### config.mk
export PLATFORM = sky130hd
export DESIGN_NAME = psa_ctrl_top
export DESIGN_NICKNAME = d
export VERILOG_FILES = /design/src/pkg/psa_pkg.sv /design/src/verilog/psa_pwm.sv /design/src/verilog/psa_ctrl_top.sv
export SDC_FILE = /design/constraint.sdc
export NUM_CORES = 2
export LEC_CHECK = 0
export BUFFER_PORTS_ARGS = -buffer_cell sky130_fd_sc_hd__buf_2
export CAP_MARGIN = 20
export CORE_MARGIN = 4
export CORE_UTILIZATION = 35
export DETAILED_ROUTE_END_ITERATION = 8
export RECOVER_POWER = 50
export SYNTH_ARGS = -nofsm -noshare
export SYNTH_HDL_FRONTEND = slang
export SYNTH_SLANG_ARGS = --single-unit
### constraint.sdc
create_clock -name REF_CLK_I -period 18.6 [get_ports REF_CLK_I]
set_input_delay 5.58 -clock REF_CLK_I [delete_from_list [all_inputs] [get_ports REF_CLK_I]]
set_output_delay 5.58 -clock REF_CLK_I [all_outputs]
set_load 0.03 [all_outputs]
### src/pkg/psa_pkg.sv
package psa_pkg;
  localparam int ADC_W = 10;
  localparam int CLK_HZ = 100_000_000;
  localparam int PWM_HZ = 1000;
  localparam int PWM_CYC_DEF = CLK_HZ / PWM_HZ;
  localparam int PWM_CYC_MIN = 1024;
  localparam logic [9:0] FULL = 10'h03ff;
  localparam logic [9:0] HALF = 10'h0200;
  localparam logic [7:0] DIN_LOW_MASK = 8'h03;
  localparam int DI_DIS_A = 0;
  localparam int DI_DIS_B = 1;
  localparam int DI_EN = 2;
  localparam int DI_SEL_B = 3;
  localparam int DI_RAMP_OFF = 4;
  localparam int DI_FIX_LSB = 5;
  localparam int REG_STEP = 4;
  localparam logic [7:0] A_CTRL = 8'h00;
  localparam logic [7:0] A_WIN0 = 8'h04;
  localparam logic [7:0] A_FIX1 = 8'h14;
  localparam logic [7:0] A_CUR0 = 8'h30;
  localparam logic [7:0] A_RAMP0 = 8'h38;
  localparam logic [7:0] A_DITHER = 8'h40;
  localparam logic [7:0] A_STATUS = 8'h44;
  localparam logic [7:0] A_CMD = 8'h48;
  localparam int CT_MODE_LSB = 0;
  localparam int CT_INV = 2;
  localparam int CT_SRC_A_LSB = 4;
  localparam int CT_SRC_B_LSB = 6;
  localparam int LO_LSB = 0;
  localparam int HI_LSB = 16;
  localparam int FIX_SOL_B = 16;
  localparam int RAMP_UP_LSB = 0;
  localparam int RAMP_DN_LSB = 16;
  localparam int DITH_HALF_LSB = 0;
  localparam int DITH_AMP_LSB = 24;
  localparam int CMD_CLR_ERR = 0;
  localparam int CMD_SAVE = 1;
  localparam int ST_FAULT = 0;
  localparam int ST_SEL_B = 1;
  localparam int ST_DUTY_A_LSB = 12;
  localparam int ST_DUTY_B_LSB = 22;
  localparam logic [31:0] CTRL_RST = 32'h0000_0010;
  localparam logic [31:0] WIN_RST = 32'h03ff_0000;
  localparam logic [31:0] FIX_RST = 32'h0000_0000;
  localparam logic [31:0] CUR_RST = 32'h03ff_0000;
  localparam logic [31:0] RAMP_RST = 32'h0000_0000;
  localparam logic [31:0] DITH_RST = 32'h0007_a120;

  typedef enum logic [1:0] {
    MODE_DIR_INPUT,
    MODE_SPLIT,
    MODE_SIGNED,
    MODE_INDEP
  } psa_mode_t;

  typedef struct packed {
    logic en;
    logic [9:0] duty;
    logic [23:0] dith_half;
    logic [7:0] dith_amp;
  } psa_drive_t;
endpackage

### src/verilog/psa_pwm.sv
`timescale 1ns/1ps
module psa_pwm
  import psa_pkg::*;
#(
  parameter int CYC = PWM_CYC_DEF
)(
  input wire logic clk_i,
  input wire logic rst_n_i,
  input wire psa_drive_t drive_i,
  output logic pwm_o
);
  // one bit of headroom so that a power-of-two period still fits in the scale factor
  localparam int CW = $clog2(CYC + 1);
  localparam logic [CW-1:0] LAST = CW'(CYC - 1);
  localparam logic [CW-1:0] CYC_W = CW'(CYC);

  logic [CW-1:0] cnt_q;
  logic [23:0] dcnt_q;
  logic phase_q;
  logic pwm_q;
  logic [10:0] eff;
  logic [9:0] duty_eff;
  logic [CW+9:0] prod;

  always_ff @(posedge clk_i or negedge rst_n_i)
  begin
    if (!rst_n_i)
      cnt_q <= '0;
    else
      cnt_q <= (cnt_q == LAST) ? '0 : cnt_q + 1'b1;
  end

  // dither runs free so that both solenoids keep a steady wobble
  always_ff @(posedge clk_i or negedge rst_n_i)
  begin
    if (!rst_n_i)
    begin
      dcnt_q <= '0;
      phase_q <= 1'b0;
    end
    else if (drive_i.dith_half == '0)
      dcnt_q <= '0;
    else if (dcnt_q >= drive_i.dith_half - 24'd1)
    begin
      dcnt_q <= '0;
      phase_q <= ~phase_q;
    end
    else
      dcnt_q <= dcnt_q + 24'd1;
  end

  always_comb
  begin
    if (phase_q)
      eff = {1'b0, drive_i.duty} + {3'b0, drive_i.dith_amp};
    else
      eff = {1'b0, drive_i.duty} - {3'b0, drive_i.dith_amp};
    if (phase_q && eff[10])
      duty_eff = FULL;
    else if (!phase_q && eff[10])
      duty_eff = '0;
    else
      duty_eff = eff[9:0];
    prod = duty_eff * CYC_W;
  end

  always_ff @(posedge clk_i or negedge rst_n_i)
  begin
    if (!rst_n_i)
      pwm_q <= 1'b0;
    else
      pwm_q <= drive_i.en && (cnt_q < prod[CW+9:10]);
  end

  assign pwm_o = pwm_q;

  property p_wrap;
    @(posedge clk_i) disable iff (!rst_n_i)
    cnt_q == LAST |=> cnt_q == '0;
  endproperty
  a_wrap: assert property (p_wrap) else $error("pwm period did not wrap");

  property p_off;
    @(posedge clk_i) disable iff (!rst_n_i)
    !drive_i.en |=> !pwm_q;
  endproperty
  a_off: assert property (p_off) else $error("pwm active while disabled");
endmodule // psa_pwm

### src/verilog/psa_ctrl_top.sv
`timescale 1ns/1ps
module psa_ctrl_top
  import psa_pkg::*;
#(
  parameter int PWM_CYC = PWM_CYC_DEF
)(
  input wire logic REF_CLK_I,
  input wire logic RST_N_I,
  input wire logic [7:0] BUS_ADDR_I,
  input wire logic [31:0] BUS_WDATA_I,
  input wire logic BUS_WR_I,
  input wire logic BUS_RD_I,
  output logic [31:0] BUS_RDATA_O,
  input wire logic [3:0][ADC_W-1:0] AIN_I,
  input wire logic [7:0] DIN_I,
  input wire logic FAULT_I,
  output logic SOL_A_PWM_O,
  output logic SOL_B_PWM_O,
  output logic ERR_O,
  output logic SOL_B_ACT_O,
  output logic LED_YEL_O,
  output logic LED_RED_O,
  output logic NVM_SAVE_O,
  output logic NVM_LOAD_O
);
  if (PWM_CYC < PWM_CYC_MIN)
  begin : g_chk
    $error("PWM_CYC too small for 10-bit duty resolution");
  end

  logic [31:0] ctrl_q;
  logic [31:0] win_q [4];
  logic [31:0] fix_q [7];
  logic [31:0] cur_q [2];
  logic [31:0] rcfg_q [2];
  logic [31:0] dith_q;
  logic [31:0] rdata_q;
  logic [31:0] rd_d;
  logic fault_q;
  logic save_q;
  logic boot_q;
  logic load_q;
  logic [7:0] act;
  logic [9:0] sp [4];
  logic [9:0] sp_a;
  logic [9:0] s3_mag;
  logic [2:0] fix_code;
  logic [9:0] fix_val;
  logic fix_b;
  logic [9:0] routed [2];
  logic sel_b;
  logic en_a;
  logic en_b;
  logic [9:0] tgt_q [2];
  logic en_q [2];
  logic sel_b_q;
  logic [9:0] ramp_q [2];
  logic [15:0] rcnt_q [2];
  logic [15:0] rate [2];
  logic [9:0] duty_q [2];
  psa_mode_t mode;
  psa_drive_t drv_a;
  psa_drive_t drv_b;

  function automatic logic [7:0] reg_addr(logic [7:0] base, int idx);
    return base + 8'(idx * REG_STEP);
  endfunction

  // offset is the window floor; codes below it read 0, above the top saturate
  function automatic logic [9:0] window(logic [9:0] ain, logic [31:0] cfg);
    logic [9:0] lo;
    logic [9:0] hi;
    lo = cfg[LO_LSB +: 10];
    hi = cfg[HI_LSB +: 10];
    if (ain <= lo || hi <= lo)
      return '0;
    if (ain >= hi)
      return hi - lo;
    return ain - lo;
  endfunction

  function automatic logic [9:0] dbl(logic [9:0] v);
    return v[9] ? FULL : {v[8:0], 1'b0};
  endfunction

  function automatic logic [9:0] scale(logic [9:0] r, logic [31:0] cfg);
    logic [9:0] lo;
    logic [9:0] hi;
    logic [19:0] p;
    lo = cfg[LO_LSB +: 10];
    hi = cfg[HI_LSB +: 10];
    p = r * (hi - lo);
    if (hi <= lo)
      return lo;
    return lo + p[19:10];
  endfunction

  // register writes
  always_ff @(posedge REF_CLK_I or negedge RST_N_I)
  begin
    if (!RST_N_I)
    begin
      ctrl_q <= CTRL_RST;
      dith_q <= DITH_RST;
      for (int i = 0; i < 4; i++)
        win_q[i] <= WIN_RST;
      for (int i = 0; i < 7; i++)
        fix_q[i] <= FIX_RST;
      for (int i = 0; i < 2; i++)
      begin
        cur_q[i] <= CUR_RST;
        rcfg_q[i] <= RAMP_RST;
      end
    end
    else if (BUS_WR_I)
    begin
      if (BUS_ADDR_I == A_CTRL)
        ctrl_q <= BUS_WDATA_I;
      if (BUS_ADDR_I == A_DITHER)
        dith_q <= BUS_WDATA_I;
      for (int i = 0; i < 4; i++)
        if (BUS_ADDR_I == reg_addr(A_WIN0, i))
          win_q[i] <= BUS_WDATA_I;
      for (int i = 0; i < 7; i++)
        if (BUS_ADDR_I == reg_addr(A_FIX1, i))
          fix_q[i] <= BUS_WDATA_I;
      for (int i = 0; i < 2; i++)
      begin
        if (BUS_ADDR_I == reg_addr(A_CUR0, i))
          cur_q[i] <= BUS_WDATA_I;
        if (BUS_ADDR_I == reg_addr(A_RAMP0, i))
          rcfg_q[i] <= BUS_WDATA_I;
      end
    end
  end

  // read mux; unmapped addresses answer zero
  always_comb
  begin
    rd_d = '0;
    if (BUS_ADDR_I == A_CTRL)
      rd_d = ctrl_q;
    if (BUS_ADDR_I == A_DITHER)
      rd_d = dith_q;
    for (int i = 0; i < 4; i++)
      if (BUS_ADDR_I == reg_addr(A_WIN0, i))
        rd_d = win_q[i];
    for (int i = 0; i < 7; i++)
      if (BUS_ADDR_I == reg_addr(A_FIX1, i))
        rd_d = fix_q[i];
    for (int i = 0; i < 2; i++)
    begin
      if (BUS_ADDR_I == reg_addr(A_CUR0, i))
        rd_d = cur_q[i];
      if (BUS_ADDR_I == reg_addr(A_RAMP0, i))
        rd_d = rcfg_q[i];
    end
    if (BUS_ADDR_I == A_STATUS)
    begin
      rd_d[ST_FAULT] = fault_q;
      rd_d[ST_SEL_B] = sel_b_q;
      rd_d[ST_DUTY_A_LSB +: 10] = duty_q[0];
      rd_d[ST_DUTY_B_LSB +: 10] = duty_q[1];
    end
  end

  always_ff @(posedge REF_CLK_I or negedge RST_N_I)
  begin
    if (!RST_N_I)
      rdata_q <= '0;
    else
      rdata_q <= BUS_RD_I ? rd_d : '0;
  end

  // a new fault in the clearing cycle wins, so no event is lost
  always_ff @(posedge REF_CLK_I or negedge RST_N_I)
  begin
    if (!RST_N_I)
      fault_q <= 1'b0;
    else if (FAULT_I)
      fault_q <= 1'b1;
    else if (BUS_WR_I && BUS_ADDR_I == A_CMD && BUS_WDATA_I[CMD_CLR_ERR])
      fault_q <= 1'b0;
  end

  // storage itself is outside; the block only requests save and reload
  always_ff @(posedge REF_CLK_I or negedge RST_N_I)
  begin
    if (!RST_N_I)
    begin
      save_q <= 1'b0;
      boot_q <= 1'b0;
      load_q <= 1'b0;
    end
    else
    begin
      save_q <= BUS_WR_I && BUS_ADDR_I == A_CMD && BUS_WDATA_I[CMD_SAVE];
      boot_q <= 1'b1;
      load_q <= !boot_q;
    end
  end

  assign act = DIN_I ^ DIN_LOW_MASK;
  assign mode = psa_mode_t'(ctrl_q[CT_MODE_LSB +: 2]);
  assign fix_code = act[DI_FIX_LSB +: 3];
  assign fix_val = (fix_code != '0) ? fix_q[fix_code - 3'd1][9:0] : '0;
  assign fix_b = (fix_code != '0) && fix_q[fix_code - 3'd1][FIX_SOL_B];
  assign en_a = act[DI_EN] && !act[DI_DIS_A];
  assign en_b = act[DI_EN] && !act[DI_DIS_B];

  always_comb
  begin
    for (int k = 0; k < 4; k++)
    begin
      sp[k] = window(AIN_I[k], win_q[k]);
      if (ctrl_q[CT_INV])
        sp[k] = FULL - sp[k];
    end
  end

  assign sp_a = sp[ctrl_q[CT_SRC_A_LSB +: 2]];
  // input 3 carries the bipolar setpoint as a two's complement code
  assign s3_mag = AIN_I[2][9] ? 10'h0000 - AIN_I[2] : AIN_I[2];

  always_comb
  begin
    routed[0] = '0;
    routed[1] = '0;
    sel_b = 1'b0;
    case (mode)
      MODE_DIR_INPUT:
      begin
        sel_b = act[DI_SEL_B];
        if (act[DI_SEL_B])
          routed[1] = sp_a;
        else
          routed[0] = sp_a;
      end
      MODE_SPLIT:
      begin
        sel_b = sp_a < HALF;
        if (sp_a < HALF)
          routed[1] = dbl(HALF - 10'h0001 - sp_a);
        else
          routed[0] = dbl(sp_a - HALF);
      end
      MODE_SIGNED:
      begin
        sel_b = AIN_I[2][9];
        if (AIN_I[2][9])
          routed[1] = dbl(s3_mag);
        else
          routed[0] = dbl(s3_mag);
      end
      MODE_INDEP:
      begin
        routed[0] = sp_a;
        routed[1] = sp[ctrl_q[CT_SRC_B_LSB +: 2]];
        sel_b = routed[1] != '0;
      end
      default:
      begin
        routed[0] = '0;
      end
    endcase
    if (fix_code != '0)
    begin
      routed[0] = fix_b ? '0 : fix_val;
      routed[1] = fix_b ? fix_val : '0;
      sel_b = fix_b;
    end
  end

  always_ff @(posedge REF_CLK_I or negedge RST_N_I)
  begin
    if (!RST_N_I)
    begin
      tgt_q[0] <= '0;
      tgt_q[1] <= '0;
      en_q[0] <= 1'b0;
      en_q[1] <= 1'b0;
      sel_b_q <= 1'b0;
    end
    else
    begin
      tgt_q[0] <= en_a ? routed[0] : '0;
      tgt_q[1] <= en_b ? routed[1] : '0;
      en_q[0] <= en_a;
      en_q[1] <= en_b;
      sel_b_q <= sel_b && en_b;
    end
  end

  always_comb
  begin
    for (int i = 0; i < 2; i++)
      if (tgt_q[i] > ramp_q[i])
        rate[i] = rcfg_q[i][RAMP_UP_LSB +: 16];
      else
        rate[i] = rcfg_q[i][RAMP_DN_LSB +: 16];
  end

  // rate is clock cycles per code step, so full travel is 1023 steps
  always_ff @(posedge REF_CLK_I or negedge RST_N_I)
  begin
    if (!RST_N_I)
    begin
      for (int i = 0; i < 2; i++)
      begin
        ramp_q[i] <= '0;
        rcnt_q[i] <= '0;
      end
    end
    else
    begin
      for (int i = 0; i < 2; i++)
      begin
        if (!en_q[i])
        begin
          ramp_q[i] <= '0;
          rcnt_q[i] <= '0;
        end
        else if (act[DI_RAMP_OFF] || rate[i] == '0 || ramp_q[i] == tgt_q[i])
        begin
          ramp_q[i] <= tgt_q[i];
          rcnt_q[i] <= '0;
        end
        else if (rcnt_q[i] >= rate[i] - 16'h0001)
        begin
          rcnt_q[i] <= '0;
          ramp_q[i] <= (tgt_q[i] > ramp_q[i]) ? ramp_q[i] + 10'h0001 : ramp_q[i] - 10'h0001;
        end
        else
          rcnt_q[i] <= rcnt_q[i] + 16'h0001;
      end
    end
  end

  always_ff @(posedge REF_CLK_I or negedge RST_N_I)
  begin
    if (!RST_N_I)
    begin
      duty_q[0] <= '0;
      duty_q[1] <= '0;
    end
    else
    begin
      duty_q[0] <= en_q[0] ? scale(ramp_q[0], cur_q[0]) : '0;
      duty_q[1] <= en_q[1] ? scale(ramp_q[1], cur_q[1]) : '0;
    end
  end

  assign drv_a = '{en: en_q[0], duty: duty_q[0], dith_half: dith_q[DITH_HALF_LSB +: 24],
                   dith_amp: dith_q[DITH_AMP_LSB +: 8]};
  assign drv_b = '{en: en_q[1], duty: duty_q[1], dith_half: dith_q[DITH_HALF_LSB +: 24],
                   dith_amp: dith_q[DITH_AMP_LSB +: 8]};

  psa_pwm #(.CYC(PWM_CYC)) u_pwm_a (
    .clk_i(REF_CLK_I),
    .rst_n_i(RST_N_I),
    .drive_i(drv_a),
    .pwm_o(SOL_A_PWM_O)
  );

  psa_pwm #(.CYC(PWM_CYC)) u_pwm_b (
    .clk_i(REF_CLK_I),
    .rst_n_i(RST_N_I),
    .drive_i(drv_b),
    .pwm_o(SOL_B_PWM_O)
  );

  assign BUS_RDATA_O = rdata_q;
  assign ERR_O = fault_q;
  assign LED_RED_O = fault_q;
  assign SOL_B_ACT_O = sel_b_q;
  assign LED_YEL_O = sel_b_q;
  assign NVM_SAVE_O = save_q;
  assign NVM_LOAD_O = load_q;

  property p_dis_a;
    @(posedge REF_CLK_I) disable iff (!RST_N_I)
    act[DI_DIS_A] |-> ##2 duty_q[0] == '0;
  endproperty
  a_dis_a: assert property (p_dis_a) else $error("solenoid A driven while disabled");

  property p_dis_b;
    @(posedge REF_CLK_I) disable iff (!RST_N_I)
    act[DI_DIS_B] |-> ##2 duty_q[1] == '0;
  endproperty
  a_dis_b: assert property (p_dis_b) else $error("solenoid B driven while disabled");

  property p_enable;
    @(posedge REF_CLK_I) disable iff (!RST_N_I)
    !act[DI_EN] |-> ##2 (duty_q[0] == '0 && duty_q[1] == '0);
  endproperty
  a_enable: assert property (p_enable) else $error("outputs driven without enable");

  property p_mode1;
    @(posedge REF_CLK_I) disable iff (!RST_N_I)
    mode == MODE_DIR_INPUT && en_b && act[DI_SEL_B] && fix_code == '0
      |=> tgt_q[0] == '0 && tgt_q[1] == $past(sp_a);
  endproperty
  a_mode1: assert property (p_mode1) else $error("mode 1 did not select solenoid B");

  property p_mode2;
    @(posedge REF_CLK_I) disable iff (!RST_N_I)
    mode == MODE_SPLIT && fix_code == '0 && sp_a >= HALF |=> tgt_q[1] == '0;
  endproperty
  a_mode2: assert property (p_mode2) else $error("mode 2 upper half reached B");

  property p_mode3;
    @(posedge REF_CLK_I) disable iff (!RST_N_I)
    mode == MODE_SIGNED && fix_code == '0 && AIN_I[2][9] |=> tgt_q[0] == '0;
  endproperty
  a_mode3: assert property (p_mode3) else $error("mode 3 negative reached A");

  property p_ramp_off;
    @(posedge REF_CLK_I) disable iff (!RST_N_I)
    en_q[0] && act[DI_RAMP_OFF] |=> ramp_q[0] == $past(tgt_q[0]);
  endproperty
  a_ramp_off: assert property (p_ramp_off) else $error("ramp not bypassed");

  property p_ramp_zero;
    @(posedge REF_CLK_I) disable iff (!RST_N_I)
    en_q[1] && rcfg_q[1] == '0 |=> ramp_q[1] == $past(tgt_q[1]);
  endproperty
  a_ramp_zero: assert property (p_ramp_zero) else $error("zero ramp not transparent");

  property p_preset;
    @(posedge REF_CLK_I) disable iff (!RST_N_I)
    fix_code != '0 && !fix_b && en_a |=> tgt_q[0] == $past(fix_val) && tgt_q[1] == '0;
  endproperty
  a_preset: assert property (p_preset) else $error("preset did not override setpoint");

  property p_fault;
    @(posedge REF_CLK_I) disable iff (!RST_N_I)
    FAULT_I |=> ERR_O && LED_RED_O;
  endproperty
  a_fault: assert property (p_fault) else $error("fault not shown");
endmodule // psa_ctrl_top

# Word level (Yosys, flattened, before mapping)
# Cells that the tools add are included.
# word_totals
register_bits,761
inputBits,93
out_inout_bits,40
word_cells,312
# classes
addsub,37
n_mul,4
n_lt_le_gt_ge,26
n_eq_ne,27
n_mux,117
n_bitwise,7
reduce_logical,53
# op_table
cell,n
$mux W32,18
$mux W10,56
$mux W16,8
$le A10 B10 Y1,10
$bmux W32 S3,1
$mux W24,4
$pmux W20 S4,1
$sub A10 B10 Y10,8
$mux W17,4
$eq A8 B6 Y1 const B,8
$add A24 B1 Y24 const B,2
$ge A24 B24 Y1,2
$mul A10 B12 Y22 const B,2
$bmux W10 S2,2
$ge A10 B10 Y1,4
$mul A11 B11 Y20,2
$mux W20,2
$sub A10 B10 Y10 const A,4
$reduce_and A2 Y1,19
$add A17 B1 Y17 const B,2
$eq A17 B17 Y1 const B,2
$lt A17 B17 Y1,2
$add A16 B1 Y16 const B,2
$eq A8 B5 Y1 const B,4
other kinds (42),102

# Logic depth before layout (Yosys ltp)
# logic_depth
depth_word,20
mapped_depth,43
depth_no_buf,43

# Modules after synthesis
# A second synthesis with hierarchy kept.
# unflattened
cells_unflattened,6021
hier_area_um2,59457.0
# by_module_without_submodules
module,n_inst,cells_each,area_per_inst_um2,seq_area_each_um2
psa_ctrl_top,1,4704,47760.8,16976.3
psa_pwm (u_pwm_a),1,665,5909.4,1076.0
psa_pwm (u_pwm_b),1,652,5786.8,1076.0

# Worst setup path before layout
# Ideal clock, no wire load.
# synth_timing
kind,input to register
from,in DIN_I[5]
to,reg tgt_q[3] (netlist bit)
setup_time_ps,136
t_arrival_ps,8665
required_ps,18464
setup_slack_ps,9799
stages,12
path_buffers,4
path_cell_list,clkbuf_1 > buf_1 > inv_1 > ha_1 > xor2_1 > clkbuf_1 > clkbuf_1 > mux4_2 > a21oi_1 > nor2_1 > a2111oi_0 > nor3_1
# synth_between
elab_chain_cells,9
elab_cells_between_ends,10
cone_classes,1 x add/sub; 6 x mux; 1 x bitwise; 2 x reduce/logical
# synth_lines
element,line_no,text
from (decl),psa_ctrl_top.sv:15,"input wire logic [7:0] DIN_I,"
$sub A3 B1 Y3,"psa_ctrl_top.sv:206, psa_ctrl_top.sv:207",
$not A3 Y4 (not written as such),"psa_ctrl_top.sv:206, psa_ctrl_top.sv:207",
$bmux W32 S3,"psa_ctrl_top.sv:206, psa_ctrl_top.sv:207",
$mux W17 (not written as such) (2 in a row),psa_ctrl_top.sv:207,assign fix_b = (fix_code != '0) && fix_q[fix_code - 3'd1][FIX_SOL_B];
$logic_and A1 B1 Y1,psa_ctrl_top.sv:207,
$mux W10,psa_ctrl_top.sv:269,routed[1] = fix_b ? fix_val : '0;
$mux W20 (*),psa_ctrl_top.sv:266,if (fix_code != '0)
$mux W10 (*),psa_ctrl_top.sv:287,tgt_q[1] <= en_b ? routed[1] : '0;
to (decl),psa_ctrl_top.sv:54,logic [9:0] tgt_q [2];
# Every way passes the cells marked *; elsewhere a longest branch is shown, timed or not. The select of a mux whose other input is x is not followed.
# A chain may end at the register's enable or synchronous reset.

==> flow_metrics.py <==
metrics = {
    "run_status": {
        "run_status": "finished with violations",
        "failed_checks": "capacitance limit, slew limit",
    },
    "synthesis": {
        "synth_top_family_by_area": "adder cells",
        "synth_edf_count": 0,
        "synth_flop_cell": "dfrtp_1",
        "synth.yosys.seq_area_share_pct": 32.32,
        "synth-compound-area-share_pct": 13.07,
        "async_flop_share_pct": 100.0,
        "synth_mux_area_share_pct": 12.99,
        "syn_inst": 6017,
        "synth_nets": 6905,
        "syn_area_per_cell_um2": 9.837,
        "synthSimpleGateAreaFrac_pct": 12.60,
        "synth_cell_types": 93,
        "ys_warn_count": 0,
        "synth-seq-cells": 761,
        "synthesis.area_um2": 59190,
        "synthAdderAreaFrac_pct": 19.24,
        "synth-xor-area-share_pct": 5.061,
    },
    "critical_path": {
        "cp.required_ns": 19.25,
        "cpMostUsedCell": "buf_4",
        "crit_start": "RST_N_I",
        "cp-end-kind": "async pin",
        "path_cells": "clkbuf_1 -> buf_4 -> buf_4 -> buf_12",
        "crit_fanout": 178,
        "cp_top_family": "buffers and inverters",
        "critPathMaxStageDelay_ns": 4.88,
        "critPathKind": "in -> async",
        "slowest_stage": "clkbuf_1",
        "critPathLaunchType": "input pin",
        "crit_arrival_ns": 13.93,
        "regToRegStartpoint": "cur_q[33]",
        "r2r_setup_slack_ns": 8.71,
        "crit_buf_inv": 4,
    },
    "global_routing": {
        "globalRoute.totalOverflow": 0,
        "grt_max_degree": 179,
        "gr-usage-all-layers_pct": 22.50,
        "antenna_found_initial": 35,
        "grt_first_pass_wirelength_um": 301800,
        "grt_pass1_vias": 46990,
    },
    "timing": {
        "rsz0062_at_grt": "no",
        "post-route-period-util_pct": 71.43,
        "max_freq_mhz": 75.26,
        "finalCriticalPeriod_ns": 13.29,
        "slew_viol_final": 616,
        "skew_ns": 0.05622,
        "tns_ns": 0,
        "setup_viol": 0,
        "worst_pin_slew_ns": 7.323,
        "finalHoldViolations": 0,
        "whs_ns": 0.3888,
        "relSlewSlack_pct": -388.2,
    },
    "pwr": {
        "p_comb_share_pct": 44.0,
        "seqPwrFrac_pct": 28.2,
        "p_switching_mw": 2.565,
        "ir_worst_vdd_v": 0.00007603,
        "switching_share_pct": 39.08,
        "internal-power_mw": 3.999,
        "p_per_area_nw_per_um2": 100.7,
        "clkPwrFrac_pct": 27.8,
        "design_power_total_mw": 6.563,
        "p_leak_nw": 31.64,
    },
    "drt": {
        "drt-initial-drc-count": 4418,
        "vias": 47440,
        "ant_nets": 0,
        "firstDrtPassIters": 9,
        "drc": 0,
        "drt-vias-per-instance": 5.687,
        "avgRoutedWirePerCell_um": 24.03,
        "drt_wl_total_um": 200400,
    },
    "placement": {
        "dpl.hpwl_um": 153900,
        "gp_congestion": 0.9485,
        "io_buffers": 132,
        "postPlaceCellArea_um2": 62250,
    },
    "clock_network": {
        "clk_latency_ns": 0.70,
        "postCtsSetupBuffers": 0,
        "clk_pin_slew_ns": 0.05,
        "numCtsBuffers": 88,
        "cts_tree": "built",
        "clockBufferDepth": 3,
        "cts_resized": 0,
        "hold_buffers": 0,
        "clock_sink_count": 761,
        "clock-root-buffer": "clkbuf_16",
        "cts_htree_levels": 3,
    },
    "floorplanning": {
        "die_x_um": 419.2,
        "core_area_um2": 167600,
        "die_h_um": 419.2,
        "rows": 150,
        "ioPinCount": 133,
        "dieArea_um2": 175800,
        "initial_core_util_pct": 35.32,
    },
    "hold_path": {
        "min_path_type": "reg -> reg",
        "min_from": "boot_q",
    },
    "finish": {
        "area_growth_pct": 10.06,
        "layout-drive-gt1-share_pct": 15.57,
        "nNetsFinal": 6943,
        "final_cell_mix": "693 x dfrtp_1, 603 x ha_1, 554 x mux2_2",
        "postLayoutCellArea_um2": 65150,
        "utilization_pct": 38.87,
        "mostFrequentLayoutCell": "dfrtp_1",
    },
    "run": {
        "drv_cap": 17,
    },
}
==> worst register-to-register path, delay by kind of cell (launching register included) <==
kind	cells	cell delay, ns
compound gates	12	2.89
xor+xnor	5	1.45
fa+ha+maj	8	3.51
buf+inv	4	0.36
flops	1	0.46
simple gates	8	1.16
==> worst paths after layout <==
kind	end	cells past startpoint
worst max-delay path	u_pwm_a.dcnt_q[12]	4
min in group asynchronous	ramp_q[4]	1
max in group REF_CLK_I	drv_a[41]	37
worst max register to register	drv_a[41]	37
worst min-delay path	NVM_LOAD_O	1
worst min register to register	NVM_LOAD_O	1
==> synthesized netlist by cell type (119+ instances only) <==
master | count | area share, %
xnor2_1 | 199 | 2.9
nor2_1 | 429 | 2.7
o21ai_0 | 184 | 1.6
mux2_2 | 554 | 11
inv_1 | 488 | 3.1
dfrtp_1 | 693 | 29
a22oi_1 | 119 | 1.5
ha_1 | 603 | 13
fa_1 | 192 | 6.5
xor2_1 | 143 | 2.1
clkbuf_1 | 173 | 1.1
nor3_1 | 120 | 1.0
a21oi_1 | 262 | 2.2
nand3_1 | 134 | 1.1
nand2_1 | 417 | 2.6
==> power by group through the flow <==
stage	Clock [mW]	Combinational, mW	Sequential (mW)
after floorplan	0	2.15	1.81
after global placement	0	2.82	1.87
after detailed placement	0	2.87	1.88
after CTS	1.85	2.90	1.85
after global routing	1.92	3.28	1.85
final	1.82	2.89	1.85
==> metrics by stage <==
stage / setup slack [ns] / cells
5_1_grt: 4.015 / 8338
3_5_place_dp: 8.773 / 8168
2_1_floorplan: 9.799 / 6017
6_report: 5.313 / 8342
3_3_place_gp: 8.839 / 8168
4_1_cts: 8.730 / 8332
==> cells by family after synthesis <==
group | after synthesis
other cells | 1
simple gates | 1563
compound gates | 1144
mux | 674
xor+xnor | 342
flops | 761
buf+inv | 737
fa+ha+maj | 795
==> final cells by class <==
type                            count  area (um^2)
Fill cell                       16570       102500
Multi-Input combinational cell   4519        37340
Sequential cell                   761        19130
Tap cell                         2204         2758
Clock buffer                      132         2601
Inverter                          491         1843
Timing Repair Buffer              194         1026
Clock inverter                     32        432.9
Antenna cell                        9        22.52
==> routing by layer <==
layer	wire [um]	global-route usage [%]	up-vias
met5	105	0	-
met2	93440	37.25	1594
met4	9059	8.930	14
met1	86340	29.94	23920
li1	-	-	21550
met3	11470	2.773	359
==> registers in the layout (all words and copies together), names as in the netlist, 11 cells and up <==
| signal | cells |
|---|---|
| ctrl_q | 32 |
| rcnt_q | 32 |
| dith_q | 32 |
| u_pwm_a.dcnt_q | 24 |
| fix_q | 224 |
| u_pwm_b.dcnt_q | 24 |
| u_pwm_b.cnt_q | 17 |
| ramp_q | 20 |
| u_pwm_a.cnt_q | 17 |
| BUS_RDATA_O | 32 |
| drv_a | 11 |
| win_q | 128 |
| cur_q | 64 |
| tgt_q | 20 |
| drv_b | 11 |
| rcfg_q | 64 |
No activity file was read; power rests on OpenSTA's default activity.
